$ cat src/inc/dsf_map.vh
// Purpose: constants shared by the FIFO channel and its synchroniser
// Assumes: included by bare name from the design files
// Notes:   definitions only
`ifndef DSF_MAP_VH
`define DSF_MAP_VH

// Register word addresses
`define DSF_REG_STATUS    4'h0
`define DSF_REG_MASK      4'h1
`define DSF_REG_FLAGS     4'h2
`define DSF_REG_LEVEL     4'h3
`define DSF_REG_EOFF      4'h4
`define DSF_REG_FOFF      4'h5

// Register bus widths
`define DSF_ADDR_W        4
`define DSF_DATA_W        16

// Event bits of status and mask
`define DSF_EV_W          6
`define DSF_EV_FULL       0
`define DSF_EV_EMPTY      1
`define DSF_EV_AFULL      2
`define DSF_EV_AEMPTY     3
`define DSF_EV_OVERFLOW   4
`define DSF_EV_UNDERFLOW  5

// Live flag bits of the flags register
`define DSF_FL_FULL       0
`define DSF_FL_EMPTY      1
`define DSF_FL_AFULL      2
`define DSF_FL_AEMPTY     3
`define DSF_FL_LOADMODE   4

// Reset and default values
`define DSF_DEF_OFFSET    18'h00007
`define DSF_MASK_RST      6'h00
`define DSF_OFF_BYTE_W    9

`endif

$ cat src/verilog/dsf_sync.v
// Purpose: two-flop synchroniser for a group of pin inputs
// Assumes: inputs asynchronous to clk_sys
// Notes:   first stage is read only by the second stage
`timescale 1ns/100ps
`include "dsf_map.vh"

module dsf_sync #(
  parameter W = 1
) (
  input  wire         clk_sys,
  input  wire [W-1:0] pin_in,
  output reg  [W-1:0] pin_sync
);

  reg [W-1:0] stage_one;

  // No reset, so the mode strap still reaches the channel while reset is held
  always @(posedge clk_sys) begin
    stage_one <= pin_in;
    pin_sync  <= stage_one;
  end

endmodule

$ cat src/verilog/dsf_channel.v
// Purpose: one channel of a dual synchronous 9-bit FIFO with status flags
// Assumes: pin clocks and controls are slow against clk_sys and pass a synchroniser
// Notes:   flags are active low; registers give interrupt status, mask and level
//
// Implementation choices: the placing of the registers and strobed register access.
`timescale 1ns/100ps
`include "dsf_map.vh"

// What this block does
// [RULE1] First word appears one read edge after write, or two if edges collide.
// [RULE2] First-word latency only applies while the empty flag is low.
// [RULE3] Read edge too near a write edge defers almost-full to next write edge.
// [RULE4] Write edge too near a read edge defers almost-empty to next read edge.
// [RULE5] Almost-full goes low when a write brings the count to full minus offset.
// [RULE6] Almost-empty goes low when a read brings the count down to the offset.
// [RULE7] Shared pin low in reset selects offset load and read control.
// [RULE8] Outside logic may ground the second read enable.
// [RULE9] Outside logic combines empty and full flags for wider words.
// [RULE10] Outside logic may take almost flags from any one channel.
// [RULE11] Shared pin high in reset makes it a second write enable.
// [RULE12] As second write enable, offsets cannot load; default thresholds stay.
// [RULE13] Depth expansion logic drives one enable per port to sequence devices.
// [RULE14] Default almost-full is low within seven words of full.
// [RULE15] Default almost-empty is low at seven words or fewer.
// [RULE16] Flags active low; full pair on write edges, empty pair on read edges.
module dsf_channel #(
  parameter DEPTH = 256,
  parameter AW    = 8,
  parameter DW    = 9
) (
  input  wire                   clk_sys,
  input  wire                   rst_n,
  input  wire                   write_port_clock,
  input  wire                   read_port_clock,
  input  wire                   write_enable_one_n,
  input  wire                   write_enable_two_or_load,
  input  wire                   read_enable_one_n,
  input  wire                   second_read_enable_n,
  input  wire                   output_enable_n,
  input  wire [DW-1:0]          data_in,
  output reg  [DW-1:0]          data_out,
  output wire                   data_out_oe,
  output reg                    full_flag,
  output reg                    empty_flag,
  output reg                    almost_full_flag,
  output reg                    almost_empty_flag,
  input  wire [`DSF_ADDR_W-1:0] reg_addr,
  input  wire [`DSF_DATA_W-1:0] reg_wdata,
  input  wire                   reg_write,
  input  wire                   reg_read,
  output reg  [`DSF_DATA_W-1:0] reg_rdata,
  output wire                   irq
);

  localparam [31:0] DEPTH_W = DEPTH;
  localparam [AW:0] DEPTH_C = DEPTH_W[AW:0];
  localparam        NPIN    = DW + 7;

  // Offset load and read sequence, one-hot
  localparam [3:0] SEQ_ELSB = 4'h1;
  localparam [3:0] SEQ_EMSB = 4'h2;
  localparam [3:0] SEQ_FLSB = 4'h4;
  localparam [3:0] SEQ_FMSB = 4'h8;

  // Pin synchronisation
  wire [NPIN-1:0] pin_raw;
  wire [NPIN-1:0] pin_s;

  assign pin_raw = {data_in, output_enable_n, second_read_enable_n, read_enable_one_n,
                    write_enable_two_or_load, write_enable_one_n, read_port_clock,
                    write_port_clock};

  dsf_sync #(
    .W        (NPIN)
  ) u_sync (
    .clk_sys  (clk_sys),
    .pin_in   (pin_raw),
    .pin_sync (pin_s)
  );

  wire          wclk_s  = pin_s[0];
  wire          rclk_s  = pin_s[1];
  wire          wen1_s  = pin_s[2];
  wire          wen2_s  = pin_s[3];
  wire          ren1_s  = pin_s[4];
  wire          ren2_s  = pin_s[5];
  wire          oe_n_s  = pin_s[6];
  wire [DW-1:0] din_s   = pin_s[NPIN-1:7];

  reg wclk_d;
  reg rclk_d;

  wire wr_edge = wclk_s & ~wclk_d;
  wire rd_edge = rclk_s & ~rclk_d;

  // Mode strap, caught every cycle while reset is held
  reg load_mode;

  always @(posedge clk_sys) begin
    // Follow the pins through reset so a free-running clock gives no false edge
    wclk_d <= wclk_s;
    rclk_d <= rclk_s;
    if (!rst_n) begin
      load_mode <= ~wen2_s; // [RULE7] [RULE11]
    end
  end

  // Storage and pointers; one extra pointer bit tells full from empty
  reg [DW-1:0] mem [0:DEPTH-1];
  reg [AW:0]   wptr;
  reg [AW:0]   rptr;
  reg [17:0]   empty_off;
  reg [17:0]   full_off;
  reg [3:0]    seq;

  // Same pin pattern writes in both modes; load only when strapped for it
  wire wr_try   = wr_edge & ~wen1_s & wen2_s;
  wire do_write = wr_try & full_flag;
  wire do_load  = wr_edge & ~wen1_s & ~wen2_s & load_mode; // [RULE7] [RULE12]
  wire rd_both  = rd_edge & ~ren1_s & ~ren2_s;
  wire rd_try   = rd_both & (wen2_s | ~load_mode);
  wire do_read  = rd_try & empty_flag; // [RULE2]
  wire do_oread = rd_both & ~wen2_s & load_mode & ~do_load;

  // Effective thresholds; outside load mode the defaults hold
  wire [17:0]   def_off = `DSF_DEF_OFFSET;
  wire [AW-1:0] n_off = load_mode ? empty_off[AW-1:0] : def_off[AW-1:0]; // [RULE12] [RULE15]
  wire [AW-1:0] m_off = load_mode ? full_off[AW-1:0] : def_off[AW-1:0];  // [RULE12] [RULE14]
  wire [AW:0]   full_thr = DEPTH_C - {1'b0, m_off};

  // Each side judges with the other pointer as last settled, so a
  // colliding edge of the other side is only seen on the next own edge
  wire [AW:0] next_wptr = do_write ? wptr + 1'b1 : wptr;
  wire [AW:0] next_rptr = do_read ? rptr + 1'b1 : rptr;
  wire [AW:0] wcount    = next_wptr - rptr; // [RULE3]
  wire [AW:0] rcount    = wptr - next_rptr; // [RULE4]

  always @(posedge clk_sys) begin
    if (do_write) begin
      mem[wptr[AW-1:0]] <= din_s;
    end
  end

  // Write side: pointer and full pair of flags
  always @(posedge clk_sys) begin
    if (!rst_n) begin
      wptr             <= {(AW+1){1'b0}};
      full_flag        <= 1'b1;
      almost_full_flag <= 1'b1;
    end else if (wr_edge) begin
      wptr             <= next_wptr;
      full_flag        <= ~(wcount == DEPTH_C);   // [RULE16]
      almost_full_flag <= ~(wcount >= full_thr);  // [RULE5] [RULE14] [RULE16]
    end
  end

  // Read side: pointer, empty pair of flags, data register
  always @(posedge clk_sys) begin
    if (!rst_n) begin
      rptr              <= {(AW+1){1'b0}};
      empty_flag        <= 1'b0;
      almost_empty_flag <= 1'b0;
      data_out          <= {DW{1'b0}};
    end else if (rd_edge) begin
      rptr              <= next_rptr;
      empty_flag        <= (rcount != {(AW+1){1'b0}}); // [RULE1] [RULE16]
      almost_empty_flag <= ~(rcount <= {1'b0, n_off}); // [RULE6] [RULE15] [RULE16]
      if (do_read) begin
        data_out <= mem[rptr[AW-1:0]]; // [RULE1]
      end else if (do_oread) begin
        case (seq)
          SEQ_ELSB: data_out <= empty_off[DW-1:0];
          SEQ_EMSB: data_out <= empty_off[17:DW];
          SEQ_FLSB: data_out <= full_off[DW-1:0];
          SEQ_FMSB: data_out <= full_off[17:DW];
          default:  data_out <= {DW{1'b0}};
        endcase
      end
    end
  end

  // Offset registers and their shared selection sequence
  always @(posedge clk_sys) begin
    if (!rst_n) begin
      empty_off <= `DSF_DEF_OFFSET;
      full_off  <= `DSF_DEF_OFFSET;
      seq       <= SEQ_ELSB;
    end else if (do_load | do_oread) begin
      case (seq)
        SEQ_ELSB: begin
          if (do_load) begin
            empty_off[DW-1:0] <= din_s;
          end
          seq <= SEQ_EMSB;
        end
        SEQ_EMSB: begin
          if (do_load) begin
            empty_off[17:DW] <= din_s;
          end
          seq <= SEQ_FLSB;
        end
        SEQ_FLSB: begin
          if (do_load) begin
            full_off[DW-1:0] <= din_s;
          end
          seq <= SEQ_FMSB;
        end
        SEQ_FMSB: begin
          if (do_load) begin
            full_off[17:DW] <= din_s;
          end
          seq <= SEQ_ELSB;
        end
        default: seq <= SEQ_ELSB;
      endcase
    end
  end

  // Output enable follows the pin; low while the data lines are driven
  assign data_out_oe = oe_n_s;

  // Events: flag falls and refused accesses
  wire [`DSF_EV_W-1:0] ev_set;

  assign ev_set[`DSF_EV_FULL]      = wr_edge & full_flag & (wcount == DEPTH_C);
  assign ev_set[`DSF_EV_EMPTY]     = rd_edge & empty_flag & (rcount == {(AW+1){1'b0}});
  assign ev_set[`DSF_EV_AFULL]     = wr_edge & almost_full_flag & (wcount >= full_thr);
  assign ev_set[`DSF_EV_AEMPTY]    = rd_edge & almost_empty_flag
                                     & (rcount <= {1'b0, n_off});
  assign ev_set[`DSF_EV_OVERFLOW]  = wr_try & ~full_flag;
  assign ev_set[`DSF_EV_UNDERFLOW] = rd_try & ~empty_flag;

  reg  [`DSF_EV_W-1:0] status;
  reg  [`DSF_EV_W-1:0] mask;
  wire                 st_wr = reg_write & (reg_addr == `DSF_REG_STATUS);
  wire [`DSF_EV_W-1:0] st_clr = st_wr ? reg_wdata[`DSF_EV_W-1:0] : {`DSF_EV_W{1'b0}};

  // Set beats a clear landing in the same cycle
  always @(posedge clk_sys) begin
    if (!rst_n) begin
      status <= {`DSF_EV_W{1'b0}};
      mask   <= `DSF_MASK_RST;
    end else begin
      status <= (status & ~st_clr) | ev_set;
      if (reg_write & (reg_addr == `DSF_REG_MASK)) begin
        mask <= reg_wdata[`DSF_EV_W-1:0];
      end
    end
  end

  assign irq = |(status & mask);

  // Read data stands in the cycle after the strobe only
  wire [AW:0] level = wptr - rptr;

  always @(posedge clk_sys) begin
    if (!rst_n) begin
      reg_rdata <= {`DSF_DATA_W{1'b0}};
    end else if (reg_read) begin
      reg_rdata <= {`DSF_DATA_W{1'b0}};
      case (reg_addr)
        `DSF_REG_STATUS: reg_rdata[`DSF_EV_W-1:0] <= status;
        `DSF_REG_MASK:   reg_rdata[`DSF_EV_W-1:0] <= mask;
        `DSF_REG_FLAGS: begin
          reg_rdata[`DSF_FL_FULL]     <= full_flag;
          reg_rdata[`DSF_FL_EMPTY]    <= empty_flag;
          reg_rdata[`DSF_FL_AFULL]    <= almost_full_flag;
          reg_rdata[`DSF_FL_AEMPTY]   <= almost_empty_flag;
          reg_rdata[`DSF_FL_LOADMODE] <= load_mode;
        end
        `DSF_REG_LEVEL:  reg_rdata[AW:0] <= level;
        `DSF_REG_EOFF:   reg_rdata[AW-1:0] <= n_off;
        `DSF_REG_FOFF:   reg_rdata[AW-1:0] <= m_off;
        default:         reg_rdata <= {`DSF_DATA_W{1'b0}};
      endcase
    end else begin
      reg_rdata <= {`DSF_DATA_W{1'b0}};
    end
  end

endmodule

$ cat config.mk
export PLATFORM = sky130hd
export DESIGN_NAME = dsf_channel
export DESIGN_NICKNAME = d
export VERILOG_FILES = /design/src/verilog/dsf_sync.v /design/src/verilog/dsf_channel.v
export VERILOG_INCLUDE_DIRS = /design/src /design/src/inc
export SDC_FILE = /design/constraint.sdc
export NUM_CORES = 2
export LEC_CHECK = 0
export BUFFER_PORTS_ARGS = -buffer_cell sky130_fd_sc_hd__buf_2
export CORE_ASPECT_RATIO = 1.4
export CORE_MARGIN = 2
export CORE_UTILIZATION = 45
export CTS_CLUSTER_SIZE = 12
export DETAILED_ROUTE_END_ITERATION = 10
export SYNTH_ARGS = -nofsm -noshare
export SYNTH_HDL_FRONTEND = slang
export SYNTH_SLANG_ARGS = --single-unit
$ cat constraint.sdc
create_clock -name clk_sys -period 4.15 [get_ports clk_sys]
set_input_delay 0 -clock clk_sys [delete_from_list [all_inputs] [get_ports clk_sys]]
set_output_delay 0 -clock clk_sys [all_outputs]
set_load 0.03 [all_outputs]
==> key figures <==
Run status
  – Status: finished, final reports clean

Synth
  – Synth async-reset ratio: 0%
  – Most area-hungry cell type in the Yosys netlist: edfxtp_1
  – Ys flop type: edfxtp_1
  – Average cell area after synthesis: 19.80 um^2
  – Top cells by count, synth: 2,305 x edfxtp_1, 556 x mux4_2, 358 x nor2_1
  – Synth cell types: 86
  – Synth warn: 0
  – Post-synth EDFFs: 2,305
  – Post-synthesis register bit count: 2,439
  – Post-Syn Instances: 4,857
  – Cell Area, Synth: 96,160 um^2
  – Area share of the largest cell type after synthesis: 71.98%
  – Area contributors post-synth: edfxtp_1 72%, mux4_2 13%, dfxtp_1 2.8%
  – Register area share after synthesis: 74.77%
  – Most numerous cell in the Yosys netlist: edfxtp_1

Worst setup path
  – Req. time, crit path: 4.99 ns
  – Critical path launch point type: flop
  – CP Capture Type: flop
  – Setup CP Type: reg2reg
  – CP Max Fanout: 26
  – Arr. time, crit path: 4.85 ns

Timing
  – Worst slew pin tran: 1.284 ns
  – Tcrit/Tclk final: 96.49%
  – Unrepaired setup endpoints after global routing: false
  – Final setup fails: 0
  – Fin crit period: 4.004 ns
  – Clock Skews: 0.07365 ns
  – Slew margin rel.: 14.32%
  – Slew Viols, Final: 0
  – Max Freq: 249.7 MHz
  – Final Hold Vio Count: 0

Placement
  – Port bufs: 53
  – DPL Wire Length: 180.1 mm
  – Dpl cells: 7,996
  – RePlAce Congestion: 0.9260

Cells and area
  – Final core utilization: 51.99%
  – Area growth, synth to finish: 14.72%
  – Ratio of cells with drive above 1 in the final layout: 26.63%
  – Post-route insts no fill: 8,419
  – Nets@finish: 5,568

GRT
  – Grt ovf: 0
  – Global router's overall resource usage: 25.37%
  – Largest net degree at the start of global routing: 141
  – Vias in the first global route: 51,425
  – First-pass GRT wire length: 392.2 mm
  – Initial antenna violation count: 10

Drt
  – Post-route antenna net violation count: 0
  – WL final: 277.3 mm
  – Drc violations: 0
  – Vias per cell: 6.127
  – Total number of vias: 51,582
  – Drt pass-1 iters: 8
  – Wire per inst: 32.93 um
  – Drt initial violations: 6,407

Job
  – Max-Cap Viols: 0

Floorplanning
  – # IOs: 71
  – Die area: 217,400 um^2
  – Die width: 394.7 um
  – Initial Utilization: 45.31%
  – Height of the die: 551.0 um
  – CORE AREA: 212,200 um^2
  – Num rows: 200

CTS
  – Clock root cell: clkbuf_16
  – Worst skew pair latency: 0.91 ns
  – Worst-path clk slew: 0.06 ns
  – CTS tree: built
  – CTS Buffer Depth: 4
  – Number of CTS-inserted buffers: 240
  – CTS Sinks: 2,439
  – Htree depth: 4

Power
  – Pwr per Cell Area: 430.0 nW/um^2
  – Static leakage: 34.53 nW
  – VDD IR max: 0.3357 mV

Worst hold path
  – Worst min-delay path category: in2reg
## sequential cells by signal, summed over array words and instances (netlist names), named ones only
name	cells
almost_empty_flag	1
almost_full_flag	1
data_out	9
empty_flag	1
empty_off	18
full_flag	1
full_off	18
load_mode	1
mask	6
mem	2304
rclk_d	1
reg_rdata	9
rptr	9
seq	4
status	6
u_sync.pin_sync	16
u_sync.stage_one	16
wclk_d	1
wptr	9
## metrics by stage
stage | power [mW] | hold slack [ns] | setup TNS [ns] | cell area [um^2] | setup WS, ns
floorplan | 27.85 | 0.02772 | 0 | 96190 | 0.3155
global placement | 28.15 | 0.1037 | -0.5038 | 102900 | -0.5038
detailed placement | 28.18 | 0.1036 | 0 | 102900 | 0.2245
CTS | 47.73 | 0.03846 | 0 | 110300 | 0.1924
global route | 48.63 | 0.1119 | 0 | 110300 | 0.004296
finish | 47.43 | 0.09446 | 0 | 110300 | 0.1457
## layout by cell type, fill, tap and decap left out, types with 14 or more instances in the layout
| cell | synthesis | final |
|---|---|---|
| clkbuf_16 | 0 | 245 |
| o22ai_1 | 51 | 51 |
| dlygate4sd3_1 | 0 | 66 |
| nor3_1 | 33 | 31 |
| mux4_2 | 556 | 556 |
| clkinv_1 | 1 | 16 |
| mux2_2 | 26 | 26 |
| o21ai_0 | 45 | 44 |
| a31oi_1 | 16 | 16 |
| a211oi_1 | 26 | 26 |
| mux4_1 | 14 | 14 |
| mux2i_1 | 100 | 99 |
| and3_1 | 18 | 17 |
| buf_2 | 76 | 54 |
| nand3_1 | 59 | 55 |
| nand4_1 | 20 | 20 |
| nor2b_1 | 48 | 45 |
| buf_4 | 41 | 471 |
| nand2_1 | 231 | 231 |
| a21oi_1 | 101 | 101 |
| xnor2_1 | 31 | 31 |
| buf_12 | 14 | 54 |
| and2_1 | 20 | 19 |
| a22oi_1 | 76 | 76 |
| dfxtp_4 | 0 | 14 |
| ha_1 | 47 | 47 |
| a22o_1 | 21 | 21 |
| inv_1 | 32 | 30 |
| nor2_1 | 358 | 355 |
| clkbuf_1 | 96 | 65 |
| dfxtp_1 | 134 | 120 |
| edfxtp_1 | 2305 | 2305 |
| a221oi_1 | 20 | 20 |
## final timing paths
| kind | from | endpoint | slack (ns) | cells after the start |
|---|---|---|---|---|
| worst max-delay path | flop | data_out[6]$_SDFFE_PN0P_ | 0.15 | 10 |
| worst min-delay path | reg_addr[3] | reg_rdata[1]$_SDFF_PN0_ | 0.09 | 5 |
| worst min register to register | u_sync.stage_one[13]$_DFF_P_ | u_sync.pin_sync[13]$_DFF_P_ | 0.32 | 0 |
| worst max register to register | flop | data_out[6]$_SDFFE_PN0P_ | 0.15 | 10 |
## final cells by class
class	count	area [um^2]
inverter	34	128.9
antenna	4	10.01
sequential	2439	71950
clock inverter	32	247.7
multi-input combinational	2118	22420
clock buffer	319	6472
tap	2828	3538
fill	16815	101900
timing repair buffer	645	5548
## report_power, final
part           internal [mW]  total [mW]  switching [mW]  leakage [nW]
combinational          0.193       0.670           0.478          9.45
sequential              26.9        27.0           0.115          21.8
clock                   10.8        19.7            8.88          3.27
## cells by family after synthesis
group           share of synthesized area, %
compound gates                         3.394
buf+inv                                2.016
xor+xnor                              0.3461
simple gates                           4.032
mux                                    14.76
flops                                  74.77
other cells                         0.003900
fa+ha+maj                             0.6740
## worst max-delay path, stage by stage, from the launching register on
cell      delay, ns
dfxtp_4        0.56
buf_4          0.30
nor2b_2        0.96
a22o_1         0.32
a221oi_1       0.08
a211oi_1       0.28
buf_4          0.19
a31oi_1        0.05
buf_4          0.15
nor4_1         0.81
a221o_1        0.21
## per-layer routing
layer / GRT usage [%] / vias to the layer above / part of all wire [%] / wire length [um]
met3: 4.324 / 569 / 8.4 / 23320
li1: - / 21070 / - / -
met1: 33.40 / 27371 / 38 / 104800
met5: 0 / - / 0.0047 / 13
met2: 41.81 / 2570 / 49 / 135300
met4: 11.11 / 2 / 5.0 / 13790
## repair_timing
| item | in CTS | in global routing |
|---|---|---|
| hold endpoints to repair | 57 | 0 |
| hold buffers | 66 | 0 |
| endpoints found under the setup margin | 0 | 4 |
| resized for setup | 0 | 7 |
| setup buffers | 0 | 2 |
Note: power is estimated with default switching activity, not from simulation.
